==> config.mk <==
export PLATFORM = sky130hd
export DESIGN_NAME = pbw_ctrl
export DESIGN_NICKNAME = d
export VERILOG_FILES = /design/src/pbw_pkg.sv /design/src/pbw_ctrl.sv
export SDC_FILE = /design/constraint.sdc
export NUM_CORES = 1
export LEC_CHECK = 0
export BUFFER_PORTS_ARGS = -buffer_cell sky130_fd_sc_hd__buf_2
export CAP_MARGIN = 5
export CORE_ASPECT_RATIO = 1.75
export CORE_MARGIN = 8
export CORE_UTILIZATION = 55
export DETAILED_ROUTE_END_ITERATION = 7
export PLACE_DENSITY_LB_ADDON = 0.08
export SLEW_MARGIN = 15
export SYNTH_ARGS = -nofsm -noshare
export SYNTH_HDL_FRONTEND = slang
export SYNTH_SLANG_ARGS = --single-unit
==> constraint.sdc <==
create_clock -name mclk -period 2.8 [get_ports mclk]
set_clock_uncertainty 0.15 [all_clocks]
set_input_delay 0.14 -clock mclk [delete_from_list [all_inputs] [get_ports mclk]]
set_output_delay 0.14 -clock mclk [all_outputs]
set_load 0.01 [all_outputs]
==> src/pbw_pkg.sv <==
/*
 * Shared definitions for the power switch and wake controller: timing
 * constants, register offsets and fields, system states, wake sources.
 * Assumes a single always-on standby clock of 100 MHz.
 */
package pbw_pkg;

    // clock and press timing, each time in its own unit
    localparam int unsigned CLK_HZ    = 100_000_000;
    localparam int unsigned FOUR_S    = 4;
    localparam int unsigned SIX_S     = 6;
    localparam int unsigned DEB_MS    = 10;
    localparam int unsigned CNT_W     = 30;
    localparam logic [29:0] FOUR_CYC  = 30'(FOUR_S * CLK_HZ);
    localparam logic [29:0] SIX_CYC   = 30'(SIX_S * CLK_HZ);
    localparam logic [29:0] DEB_CYC   = 30'(DEB_MS * (CLK_HZ / 1000));

    // register map, byte addresses
    localparam logic [3:0]  CTRL_OFF  = 4'h0;
    localparam logic [3:0]  STAT_OFF  = 4'h4;
    localparam logic [3:0]  WAKE_OFF  = 4'h8;

    // control register fields and reset values
    localparam int unsigned CTRL_POL_LSB   = 0;
    localparam int unsigned CTRL_USB45_BIT = 2;
    localparam logic [1:0]  POL_ON    = 2'h0;
    localparam logic [1:0]  POL_OFF   = 2'h1;
    localparam logic [1:0]  POL_LAST  = 2'h2;
    localparam logic [1:0]  POL_RST   = 2'h2;
    localparam logic        USB45_RST = 1'h0;

    // status register field positions
    localparam int unsigned STAT_ST_LSB  = 0;
    localparam int unsigned STAT_G3_BIT  = 3;
    localparam int unsigned STAT_DEEP_BIT = 4;
    localparam int unsigned STAT_SW_BIT  = 5;
    localparam int unsigned STAT_MID_BIT = 6;

    // sleep request types from the operating system
    localparam logic [1:0]  SLP_S3    = 2'h0;
    localparam logic [1:0]  SLP_S4    = 2'h1;

    typedef enum logic [2:0] {
        ST_WORK,
        ST_S3,
        ST_S4,
        ST_S5,
        ST_G3
    } pbw_state_t;

    // wake sources, one bit each
    typedef struct packed {
        logic serial;
        logic cec;
        logic usb;
        logic bt;
        logic wlan;
        logic lan;
        logic rtc;
        logic pwr;
    } pbw_wake_t;

    // rail enables
    typedef struct packed {
        logic cpu;
        logic dev;
        logic mem;
        logic wake;
    } pbw_pwr_t;

endpackage

==> src/pbw_ctrl.sv <==
/*
 * Power switch and wake controller for the always-on standby domain.
 * Tracks the system state, times the power switch, gathers wake sources,
 * applies the AC-return policy, drives rail enables and standby lamp.
 * Assumes all inputs are synchronous to mclk except the raw switch,
 * which is synchronised and debounced here.
 */
// The register offsets and strobed register access were left to the implementer.
`timescale 1ns/1ps

module pbw_ctrl
#(
    parameter logic [29:0] FOUR_CYC = pbw_pkg::FOUR_CYC,
    parameter logic [29:0] SIX_CYC  = pbw_pkg::SIX_CYC,
    parameter logic [29:0] DEB_CYC  = pbw_pkg::DEB_CYC
)
(
    input  wire logic               mclk,
    input  wire logic               nrst,
    input  wire logic               pwr_sw_n,
    input  wire pbw_pkg::pbw_wake_t wake_in,
    input  wire logic               ac_ok,
    input  wire logic               os_sleep_req,
    input  wire logic [1:0]         os_sleep_type,
    input  wire logic               os_deep,
    input  wire logic [3:0]         reg_addr,
    input  wire logic [31:0]        reg_wdata,
    input  wire logic               reg_wr,
    input  wire logic               reg_rd,
    output logic [31:0]             reg_rdata,
    output pbw_pkg::pbw_state_t     sys_state,
    output pbw_pkg::pbw_pwr_t       pwr_en,
    output logic                    sleep_req,
    output logic                    cold_boot,
    output logic                    stby_led
);

    logic                sync1_q;
    logic                sync2_q;
    logic                deb_q;
    logic [29:0]         deb_cnt_q;
    logic [29:0]         press_cnt_q;
    logic                rel_short;
    logic                force_evt;
    logic                cec_q;
    logic                press_evt;
    logic [1:0]          pol_q;
    logic                usb45_en_q;
    logic                g3_seen_q;
    logic                deep_q;
    logic                last_on_q;
    pbw_pkg::pbw_state_t state_q;
    pbw_pkg::pbw_state_t state_d;
    pbw_pkg::pbw_wake_t  armed;
    pbw_pkg::pbw_wake_t  wake_src_q;
    pbw_pkg::pbw_pwr_t   pwr_q;
    logic                sleep_req_q;
    logic                cold_boot_q;
    logic                led_q;
    logic [31:0]         rdata_q;

    // which wake sources may act in a given state
    function automatic pbw_pkg::pbw_wake_t wake_mask(
        input pbw_pkg::pbw_state_t st,
        input logic                g3,
        input logic                deep,
        input logic                usb45
    );
        pbw_pkg::pbw_wake_t m;
        m = '0;
        if (st == pbw_pkg::ST_S3 || st == pbw_pkg::ST_S4
            || st == pbw_pkg::ST_S5)
        begin
            m.pwr  = 1'b1;
            m.rtc  = 1'b1;
            m.lan  = 1'b1;
            m.wlan = 1'b1;
            m.cec  = 1'b1;
            m.bt   = (st == pbw_pkg::ST_S3);
            if (st == pbw_pkg::ST_S3)
            begin
                m.usb = !g3;
            end
            else
            begin
                m.usb = usb45 && !g3 && !deep;
            end
            m.serial = 1'b0;
        end
        return m;
    endfunction

    // two-flop synchroniser; first stage feeds only the second
    always_ff @(posedge mclk or negedge nrst)
    begin
        if (!nrst)
        begin
            sync1_q <= 1'b1;
            sync2_q <= 1'b1;
        end
        else
        begin
            sync1_q <= pwr_sw_n;
            sync2_q <= sync1_q;
        end
    end

    // debounce: level must hold a full window before it is believed
    always_ff @(posedge mclk or negedge nrst)
    begin
        if (!nrst)
        begin
            deb_q     <= 1'b0;
            deb_cnt_q <= '0;
        end
        else if ((!sync2_q) == deb_q)
        begin
            deb_cnt_q <= '0;
        end
        else if (deb_cnt_q >= DEB_CYC - 30'h1)
        begin
            deb_q     <= !sync2_q;
            deb_cnt_q <= '0;
        end
        else
        begin
            deb_cnt_q <= deb_cnt_q + 30'h1;
        end
    end

    // press timer saturates at six seconds so a long hold fires once
    always_ff @(posedge mclk or negedge nrst)
    begin
        if (!nrst)
        begin
            press_cnt_q <= '0;
        end
        else if (!deb_q)
        begin
            press_cnt_q <= '0;
        end
        else if (press_cnt_q < SIX_CYC)
        begin
            press_cnt_q <= press_cnt_q + 30'h1;
        end
    end

    // forced off fires while held; anything shorter acts on release
    assign force_evt = deb_q && (press_cnt_q == SIX_CYC - 30'h1);
    assign rel_short = !deb_q && (press_cnt_q != '0)
                       && (press_cnt_q < SIX_CYC);

    // cec request edge, merged with a brief switch press
    always_ff @(posedge mclk or negedge nrst)
    begin
        if (!nrst)
        begin
            cec_q <= 1'b0;
        end
        else
        begin
            cec_q <= wake_in.cec;
        end
    end

    assign press_evt = rel_short || (wake_in.cec && !cec_q);

    assign armed = wake_in & wake_mask(state_q, g3_seen_q, deep_q,
                                       usb45_en_q);

    // next system state; loss of AC overrides everything
    always_comb
    begin
        state_d = state_q;
        if (!ac_ok)
        begin
            state_d = pbw_pkg::ST_G3;
        end
        else
        begin
            unique case (state_q)
                pbw_pkg::ST_G3:
                begin
                    if (pol_q == pbw_pkg::POL_ON
                        || (pol_q == pbw_pkg::POL_LAST && last_on_q))
                    begin
                        state_d = pbw_pkg::ST_WORK;
                    end
                    else
                    begin
                        state_d = pbw_pkg::ST_S5;
                    end
                end
                pbw_pkg::ST_WORK:
                begin
                    if (force_evt)
                    begin
                        state_d = pbw_pkg::ST_S5;
                    end
                    else if (os_sleep_req)
                    begin
                        unique case (os_sleep_type)
                            pbw_pkg::SLP_S3: state_d = pbw_pkg::ST_S3;
                            pbw_pkg::SLP_S4: state_d = pbw_pkg::ST_S4;
                            default:         state_d = pbw_pkg::ST_S5;
                        endcase
                    end
                end
                pbw_pkg::ST_S3, pbw_pkg::ST_S4:
                begin
                    if (force_evt)
                    begin
                        state_d = pbw_pkg::ST_S5;
                    end
                    else if (press_evt || armed != '0)
                    begin
                        state_d = pbw_pkg::ST_WORK;
                    end
                end
                pbw_pkg::ST_S5:
                begin
                    // lan covers wake-pattern frames from the network side
                    if (press_evt || armed != '0)
                    begin
                        state_d = pbw_pkg::ST_WORK;
                    end
                end
                default:
                begin
                    state_d = pbw_pkg::ST_G3;
                end
            endcase
        end
    end

    // state, plus memory of what held before AC was lost
    always_ff @(posedge mclk or negedge nrst)
    begin
        if (!nrst)
        begin
            state_q   <= pbw_pkg::ST_G3;
            g3_seen_q <= 1'b1;
            last_on_q <= 1'b0;
            deep_q    <= 1'b0;
        end
        else
        begin
            state_q <= state_d;
            if (!ac_ok && state_q != pbw_pkg::ST_G3)
            begin
                last_on_q <= (state_q == pbw_pkg::ST_WORK);
            end
            // usb arming is lost by AC loss until the system runs again
            if (state_d == pbw_pkg::ST_G3)
            begin
                g3_seen_q <= 1'b1;
            end
            else if (state_d == pbw_pkg::ST_WORK)
            begin
                g3_seen_q <= 1'b0;
            end
            if (state_q == pbw_pkg::ST_WORK && os_sleep_req)
            begin
                deep_q <= os_deep;
            end
        end
    end

    // rails follow the next state so they change with the state itself
    always_ff @(posedge mclk or negedge nrst)
    begin
        if (!nrst)
        begin
            pwr_q <= '0;
        end
        else
        begin
            pwr_q.cpu  <= (state_d == pbw_pkg::ST_WORK);
            pwr_q.dev  <= (state_d == pbw_pkg::ST_WORK);
            pwr_q.mem  <= (state_d == pbw_pkg::ST_WORK)
                          || (state_d == pbw_pkg::ST_S3);
            pwr_q.wake <= (state_d != pbw_pkg::ST_G3);
        end
    end

    // one-cycle notices to the operating system and the boot logic
    always_ff @(posedge mclk or negedge nrst)
    begin
        if (!nrst)
        begin
            sleep_req_q <= 1'b0;
            cold_boot_q <= 1'b0;
        end
        else
        begin
            sleep_req_q <= ac_ok && state_q == pbw_pkg::ST_WORK
                           && press_evt && !force_evt;
            cold_boot_q <= state_d == pbw_pkg::ST_WORK
                           && (state_q == pbw_pkg::ST_S5
                               || state_q == pbw_pkg::ST_G3);
        end
    end

    // standby lamp tracks standby power only
    always_ff @(posedge mclk or negedge nrst)
    begin
        if (!nrst)
        begin
            led_q <= 1'b0;
        end
        else
        begin
            led_q <= ac_ok;
        end
    end

    // control register and last wake source capture
    always_ff @(posedge mclk or negedge nrst)
    begin
        if (!nrst)
        begin
            pol_q      <= pbw_pkg::POL_RST;
            usb45_en_q <= pbw_pkg::USB45_RST;
            wake_src_q <= '0;
        end
        else
        begin
            if (reg_wr && reg_addr == pbw_pkg::CTRL_OFF)
            begin
                pol_q      <= reg_wdata[pbw_pkg::CTRL_POL_LSB +: 2];
                usb45_en_q <= reg_wdata[pbw_pkg::CTRL_USB45_BIT];
            end
            if (state_q != pbw_pkg::ST_WORK && state_d == pbw_pkg::ST_WORK)
            begin
                wake_src_q     <= armed;
                wake_src_q.pwr <= armed.pwr || rel_short;
            end
        end
    end

    // read data one cycle after the strobe, zero elsewhere
    always_ff @(posedge mclk or negedge nrst)
    begin
        if (!nrst)
        begin
            rdata_q <= '0;
        end
        else
        begin
            rdata_q <= '0;
            if (reg_rd)
            begin
                unique case (reg_addr)
                    pbw_pkg::CTRL_OFF:
                    begin
                        rdata_q[pbw_pkg::CTRL_POL_LSB +: 2] <= pol_q;
                        rdata_q[pbw_pkg::CTRL_USB45_BIT]    <= usb45_en_q;
                    end
                    pbw_pkg::STAT_OFF:
                    begin
                        rdata_q[pbw_pkg::STAT_ST_LSB +: 3]  <= state_q;
                        rdata_q[pbw_pkg::STAT_G3_BIT]       <= g3_seen_q;
                        rdata_q[pbw_pkg::STAT_DEEP_BIT]     <= deep_q;
                        rdata_q[pbw_pkg::STAT_SW_BIT]       <= deb_q;
                        rdata_q[pbw_pkg::STAT_MID_BIT]      <=
                            press_cnt_q >= FOUR_CYC;
                    end
                    pbw_pkg::WAKE_OFF:
                    begin
                        rdata_q[7:0] <= wake_src_q;
                    end
                    default:
                    begin
                        rdata_q <= '0;
                    end
                endcase
            end
        end
    end

    assign reg_rdata = rdata_q;
    assign sys_state = state_q;
    assign pwr_en    = pwr_q;
    assign sleep_req = sleep_req_q;
    assign cold_boot = cold_boot_q;
    assign stby_led  = led_q;
endmodule

# Word-level counts from Yosys, hierarchy flattened
# Index checks and enable logic that the tools add are counted.
classes:
  bitwise: 2
  n_eq_ne: 15
  addsub: 2
  order_cmp: 3
  mux: 20
  n_reduce_logical: 41
op_table:
  columns: ["op", "count"]
  rows:
  - ["30-bit 2-to-1 mux", 4]
  - ["30-bit by 1-bit adder with 30-bit output (second input constant)", 2]
  - ["30-bit == test (second input constant)", 1]
  - ["30-bit by 20-bit greater-or-equal comparator with 1-bit output (second input constant)", 1]
  - ["30-bit by 29-bit greater-or-equal comparator with 1-bit output (second input constant)", 1]
  - ["30-bit < comparator (second input constant)", 1]
  - ["30-bit nonzero test", 1]
  - ["1-bit logical AND", 15]
  - ["3-bit 2-to-1 mux", 5]
  - ["3-bit one-hot mux with 4 select lines", 1]
  - ["3-bit one-hot mux with 3 select lines", 1]
  - ["8-bit bitwise AND", 1]
  - ["1-bit logical OR", 8]
  - ["8-bit 2-to-1 mux", 1]
  - ["4-bit one-hot mux with 2 select lines", 1]
  - ["8-bit nonzero test", 1]
  - ["1-bit logical NOT", 7]
  - ["7-bit 2-to-1 mux", 1]
  - ["3-bit by 1-bit == test with 1-bit output (second input constant)", 2]
  - ["3-bit by 2-bit == test with 1-bit output (second input constant)", 2]
  - ["3-bit == test (second input constant)", 2]
  - ["3-bit logical NOT", 2]
  - ["3-bit != test (second input constant)", 2]
  - ["4-bit by 3-bit == test with 1-bit output (second input constant)", 1]
  - ["other kinds (15)", 19]
totals:
  input_bits: 54
  reg_bits: 95
  elab_cells: 110

# Depth between registers and ports, before layout
# Gate-level depths: netlist (run 1).
logic_depth:
  ltp_word: 15
  mapped_depth: 9
  ltp_nobuf: 9

# Worst setup path after synthesis (run 1)
# Ideal clock, no wire load.
synth_timing:
  path_type: "register -> register"
  startpoint: "register press_cnt_q[19]"
  endpoint: "register wake_src_q[0] (netlist bit)"
  setup_time_ps: 125
  path_slack_ps: 259
  path_stages_with_launch: 8
  required_time_ps: 2525
  arrival_time_ps: 2266
  period_less_slack_ps: 2541
  cell_sequence: "dfrtp_1 or4_4 or2_4 o221ai_4 nand3_4 a31oi_4 o2111ai_4 mux2_4"
synth_between:
  elab_chain_cells: 11
synth_rtl:
  columns: ["element", "line", "text"]
  rows:
  - ["start: declaration", "pbw_ctrl.sv:42", "logic [29:0] press_cnt_q;"]
  - ["start signal: assignment", "pbw_ctrl.sv:144", "press_cnt_q <= press_cnt_q + 30'h1;"]
  - ["branches (longest 11 deep; another with 30-bit < comparator)", null, null]
  - ["end signal: assignment", "pbw_ctrl.sv:335", "wake_src_q <= armed;"]
  - ["end: declaration", "pbw_ctrl.sv:55", "pbw_pkg::pbw_wake_t wake_src_q;"]
# Several ways; the timed one is not identified.
# A chain may end at the register's enable or synchronous reset.

# Worst setup path in the final report (run 1)
layout_timing:
  startpoint: "register press_cnt_q[19]"
  endpoint: "register wake_src_q[5] (netlist bit)"
layout_between:
  elab_chain_cells: 11
layout_rtl:
  columns: ["element", "line", "text"]
  rows:
  - ["branches (longest 7 deep; another with 30-bit < comparator)", null, null]
  - ["3-bit one-hot mux with 4 select lines *", "pbw_ctrl.sv:181", "unique case (state_q)"]
  - ["3-bit 2-to-1 mux *", "pbw_ctrl.sv:175", "if (!ac_ok)"]
  - ["3-bit logical NOT *", "pbw_ctrl.sv:333", "if (state_q != pbw_pkg::ST_WORK && state_d == pbw_pkg::ST_WORK)"]
  - ["1-bit logical AND *", "pbw_ctrl.sv:333", null]
# Mark *: on every way between the ends.

==> metrics, run 1 <==
crit end category=flip-flop; Cells after Synth=about 450; mapped cell area=4618 um^2; Core Region=8203 um^2; worst setup slack after layout=around 0.060 ns; hold slack=0.02278 ns; CTS Buf Count=9; ys async rst share=100.0%; Starting Density=56.30%; antenna violations before repair=0; Fin Setup TNS=0 ns; Netlist cell types=57; n_diodes=0; sequential element share of the synthesized area=between 50 and 60%; largest net degree at the start of global routing=34; Crit Path Max Fanout=6; Avg WL per Cell=15.28 um; nets@finish=591; root buffer cell=clkbuf_16; Clock transition at path regs=roughly 0.060 ns; Synth Warn #=0; Area growth syn-to-layout=17.75%; Leakage=2.482 nW; number of instances in the placed design=around 600; Final HPWL DP=7113 um; HP Class=in -> reg; synth cell count leaders=88 x dfrtp_1, 82 x nor2_1, 33 x nand2_1; top cells by area, synth=dfrtp_1 48%, nor2_1 6.7%, xor2_1 4.6%; metal3 WL=466 um; fmax=roughly 360 MHz; final setup violation count=0; fin area=5438 um^2; met2 wire length=just over 5000 um; met1 wire length=around 3800 um; Final period util=97.85%; CTS tree=yes; io pins=96; #FFs+latches synth=93; Die Area=11700 um^2; Overall Global Routing Usage=17.83%; Clock Path Buffers=2; Primary FF master, synth=dfrtp_1; CTS Sinks=93; worst vdd ir=0.0003898 V; crit path kind=reg -> reg; Final min period=2.740 ns; Vias/cell=about 5.3; grt total ovfl=0; pre-CTS setup slack=0.01989 ns; Pre-antenna DRT Iters=4; DR top layer=met4; Max Cap Viol=0; element type at the critical path start=flip-flop; top cell type's share of synthesized area=47.68%; dominant cell type by area after synthesis=dfrtp_1; Core Rows=44; Buffers on Ports=40; EDFF count, synth=0; DP Area=4949 um^2; remaining antenna violation count=0; vias=around 3400; Die Ht=~140 um; clk_lat worst skew=between 0.3 and 0.4 ns; number of global-route vias before repair=3472; DRC=0; Die W=85.27 um; drt initial violations=~130; gp weighted congestion=between 0.8 and 0.9; routed wire length=between 9000 and 10000 um; first-pass GRT wire length=16410 um; max-slew violation count=0; post-route insts no fill=631; CTS H-tree lvls=3; top-count cell post-synth=dfrtp_1; syn avg cell area=10.17 um^2; fraction of layout instances using a drive strength above 1=18.00%; status=completed; CP Data Arrival Time=2.81 ns; Hold Fails Final Rpt=0; Required @ worst endpoint=2.87 ns; power per cell area=603.7 nW/um^2
==> registers in the layout, summed over array words and instances (netlist names), 2 cells and up <==
| name | flops |
|---|---|
| reg_rdata | 7 |
| sys_state | 3 |
| press_cnt_q | 30 |
| deb_cnt_q | 30 |
| pwr_en | 3 |
| pol_q | 2 |
| wake_src_q | 7 |
==> per-stage QoR <==
| step | utilization, % | power [mW] |
|---|---|---|
| after floorplan | - | 1.837 |
| after global placement | 60.33 | 1.969 |
| after detailed placement | 60.33 | 1.982 |
| after CTS | 66.03 | 3.301 |
| after global routing | 66.29 | 3.415 |
| final | 66.29 | 3.283 |
==> cell families (layout without fill, tap and decap cells) <==
group / after synthesis / after routing / synth area share, %
AND/OR/NAND/NOR: 206 / 206 / 23.11
multiplexers: 13 / 13 / 3.143
flip-flops: 93 / 93 / 50.53
AO/OA/AOI/OAI: 38 / 38 / 6.665
XOR/XNOR: 47 / 47 / 8.913
adder cells (fa/ha/maj): 3 / 3 / 0.8129
other: 1 / 35 / 0.08120
buffers and inverters: 53 / 104 / 6.746
==> cells in the final DEF, fill, tap and decap left out, types with 5 or more instances in the layout <==
cell,instances
dfrtp_1,88
nor2_1,82
buf_2,39
conb_1,35
nand2_1,33
xor2_1,24
xnor2_1,23
buf_4,18
nand3_1,17
inv_1,15
dlygate4sd3_1,15
a21oi_1,14
nand4_1,13
clkbuf_16,9
nor4_1,8
nor3_1,8
and3_1,7
mux2i_1,7
nor2b_1,6
and4_1,6
and2_1,5
nand2b_1,5
dfstp_2,5
==> area by class of cell <==
type | instances | area, um^2
well taps | 92 | 115.1
fillers | 675 | 2765
repair buffers | 73 | 500.5
clock inverters | 5 | 85.08
clock buffers | 11 | 232.7
multi-input cells | 342 | 2115
inverters | 15 | 56.30
flip-flops and latches | 93 | 2333
==> layer usage <==
metal  GRT usage [%]  vias to the layer above
met5               0                        -
met2           30.79                       74
li1                -                     1642
met4           9.902                        0
met1           20.15                     1615
met3           3.584                       20
==> path summary, 6_finish.rpt <==
check	start	to	slack (ns)	depth (start not counted)
setup / recovery	press_cnt_q[19]$_DFFE_PN0P_	wake_src_q[5]$_DFFE_PN0P_	0.06	6
hold / removal	wake_in[0]	wake_src_q[0]$_DFFE_PN0P_	0.02	4
setup reg to reg	press_cnt_q[19]$_DFFE_PN0P_	wake_src_q[5]$_DFFE_PN0P_	0.06	6
hold reg to reg	sync1_q$_DFF_PN1_	sync2_q$_DFF_PN1_	0.23	0
max in group asynchronous	nrst	sync2_q$_DFF_PN1_	1.63	3
min in group asynchronous	nrst	press_cnt_q[25]$_DFFE_PN0P_	0.10	2
==> what timing repair did <==
item                       in CTS  in global routing
buffers inserted                0                  1
hold buffers                   15                  0
setup endpoints to repair       0                 31
resized for setup               0                  4
hold endpoints to repair       43                  0
==> power by group <==
group | switching [mW] | internal (mW) | total (mW)
clock network | 0.508 | 0.786 | 1.29
registers | 0.0768 | 1.45 | 1.52
logic | 0.252 | 0.214 | 0.466
total | 0.837 | 2.45 | 3.28
==> critical path, cell delays in order (launching register included) <==
cell and delay, ns:
dfrtp_1 0.41, or4_4 0.55, nor4b_1 0.36, and4_2 0.35, a21oi_1 0.12, o2111ai_4 0.33
mux2_4 0.33
Power figures use the tool's default switching activity.
==> run 2: changes to the inputs <==
--- a/config.mk
+++ b/config.mk
@@ -10,9 +10,11 @@
 export CORE_ASPECT_RATIO = 1.75
 export CORE_MARGIN = 8
 export CORE_UTILIZATION = 55
+export CTS_BUF_LIST = sky130_fd_sc_hd__clkbuf_16
 export DETAILED_ROUTE_END_ITERATION = 7
 export PLACE_DENSITY_LB_ADDON = 0.08
 export SLEW_MARGIN = 15
 export SYNTH_ARGS = -nofsm -noshare
 export SYNTH_HDL_FRONTEND = slang
 export SYNTH_SLANG_ARGS = --single-unit
+export TNS_END_PERCENT = 30
==> metrics, run 2 (synthesis results as in run 1) <==
CTS Sinks=93 (unchanged); grt total ovfl=0 (unchanged); met1 GRT Util=20.15% (unchanged); power per cell area=603.1 nW/um^2 (-0.10%); CTS tree=yes; most frequent cells in the layout=88 x dfrtp_1, 82 x nor2_1, 39 x buf_2; worst setup slack after layout=0.05833 ns (-0.001749 ns); crit path kind=reg -> reg; element type at the critical path start=flip-flop; worst vdd ir=0.0003907 V (+0.21%); antenna violations before repair=0 (unchanged); Core Region=8203 um^2 (unchanged); fmax=364.7 MHz (about the same); Final period util=97.92% (about the same); Pre-antenna DRT Iters=6 (+2); fin area=5430 um^2 (-0.14%); buffer and inverter count on the worst path=0 (unchanged); Fin Setup TNS=0 ns (unchanged); HP Class=in -> reg; Clock transition at path regs=0.06 ns (about the same); Die Ht=137.2 um (unchanged); vias=3351 (unchanged); root buffer cell=clkbuf_16; CTS H-tree lvls=3 (unchanged); reg2reg start=press_cnt_q[19]$_DFFE_PN0P_; status=completed; n_diodes=0 (unchanged); CP top delay family=simple AND/OR/NAND/NOR gates; clk_lat worst skew=0.35 ns (about the same); Core Rows=44 (unchanged); worst path cell trace=or4_4 -> nor4b_1 -> and4_2 -> a21oi_1 -> o2111ai_4 -> mux2_4; io pins=96 (unchanged); commonest non-fill, non-tap cell in the layout=dfrtp_1; CP Data Arrival Time=2.82 ns (about the same); routed wire length=9657 um (+0.17%); DRC=0 (unchanged); Buffers on Ports=40 (unchanged); final setup violation count=0 (unchanged); max-slew violation count=0 (unchanged); Starting Density=56.30% (unchanged); slowest CP cell=or4_4; fraction of layout instances using a drive strength above 1=17.84% (-0.15 points); Clock Path Buffers=2 (unchanged); Hold Fails Final Rpt=0 (unchanged); Vias/cell=5.319 (+0.16%); Required @ worst endpoint=2.88 ns (about the same); crit end category=flip-flop; Final HPWL DP=7113 um (unchanged); Crit Path Max Fanout=6 (unchanged); HP Start=wake_in[0]; nets@finish=590 (-0.17%); Final min period=2.742 ns (+0.001749 ns); RSZ-0062 raised after global routing=yes; grt met3 use=3.584% (unchanged); Die Area=11700 um^2 (unchanged); Area growth syn-to-layout=17.58%; Leakage=2.486 nW (+0.16%); Die W=85.27 um (unchanged); fill count=676 (+0.15%); layer with the highest usage=met2; pre-CTS setup slack=0.01989 ns (unchanged); CP Launch Point=press_cnt_q[19]$_DFFE_PN0P_; Overall Power=3.275 mW (-0.24%); largest net degree at the start of global routing=34 (unchanged); gp weighted congestion=0.8440 (unchanged); Max Cap Viol=0 (unchanged); first-pass GRT wire length=16410 um (unchanged); Top Registers=deb_cnt_q: 30 flops, press_cnt_q: 30 flops; DP Area=4949 um^2 (unchanged); CTS Buf Count=9 (unchanged); Global Route met2 Usage=30.79% (unchanged); remaining antenna violation count=0 (unchanged); number of global-route vias before repair=3472 (unchanged); Avg WL per Cell=15.33 um (+0.32%); Overall Global Routing Usage=17.83% (unchanged); hold slack=0.01582 ns (-0.006960 ns); Max stage delay on crit path=0.55 ns (about the same); drt initial violations=143 (+11%)
==> run 2: cell count changes in the layout (fill, tap and decap cells not counted), sizes merged <==
cell,delta
clkbuf,-2
inv,+2
buf,-1
==> run 2: repair_timing <==
action | 4_1_cts | 5_1_grt
resized for setup | 0 | 4
hold endpoints to repair | 43 | 0
setup endpoints to repair | 0 | 31
hold buffers | 15 | 0
buffers inserted | 0 | 0
==> run 2: power by group <==
part,switching (mW),total (mW),internal (mW)
logic,0.250,0.460,0.210
registers,0.0767,1.52,1.45
clock network,0.515,1.29,0.778
total,0.841,3.27,2.43
==> run 2: worst paths after layout <==
kind	slack [ns]	cells after the start	to
max reg2reg	0.06	6	wake_src_q[5]$_DFFE_PN0P_
min reg2reg	0.23	0	sync2_q$_DFF_PN1_
min in group asynchronous	0.10	2	press_cnt_q[25]$_DFFE_PN0P_
max	0.06	6	wake_src_q[5]$_DFFE_PN0P_
max in group asynchronous	1.63	3	sync2_q$_DFF_PN1_
min	0.02	4	wake_src_q[0]$_DFFE_PN0P_
==> run 2: stage by stage <==
| stage | cells | util, % |
|---|---|---|
| after CTS | 630 | 66.03 |
| after floorplan | 488 | - |
| after detailed placement | 599 | 60.33 |
| after global placement | 599 | 60.33 |
| final | 630 | 66.20 |
| after global routing | 630 | 66.20 |
==> run 2: area by class of cell <==
class	instances	area (um^2)	share of cell area, %
clock buffer	9	225.2	4.147
multi-input combinational	342	2115	38.94
sequential	93	2333	42.97
clock inverter	7	92.59	1.705
timing repair buffer	72	493.0	9.078
tap	92	115.1	2.120
inverter	15	56.30	1.037
==> run 2: metal layers <==
layer / part of all wire, % / routed length [um] / vias up
li1: - / - / 1642
met1: 40 / 3851 / 1622
met2: 52 / 5066 / 68
met3: 4.7 / 454 / 19
met4: 3.0 / 286 / 0
met5: 0 / 0 / -
==> run 2: worst reg2reg max path, cell delays in order (launching register included) <==
cell and delay (ns):
dfrtp_1 0.42, or4_4 0.55, nor4b_1 0.36, and4_2 0.35, a21oi_1 0.13, o2111ai_4 0.34, mux2_4 0.34
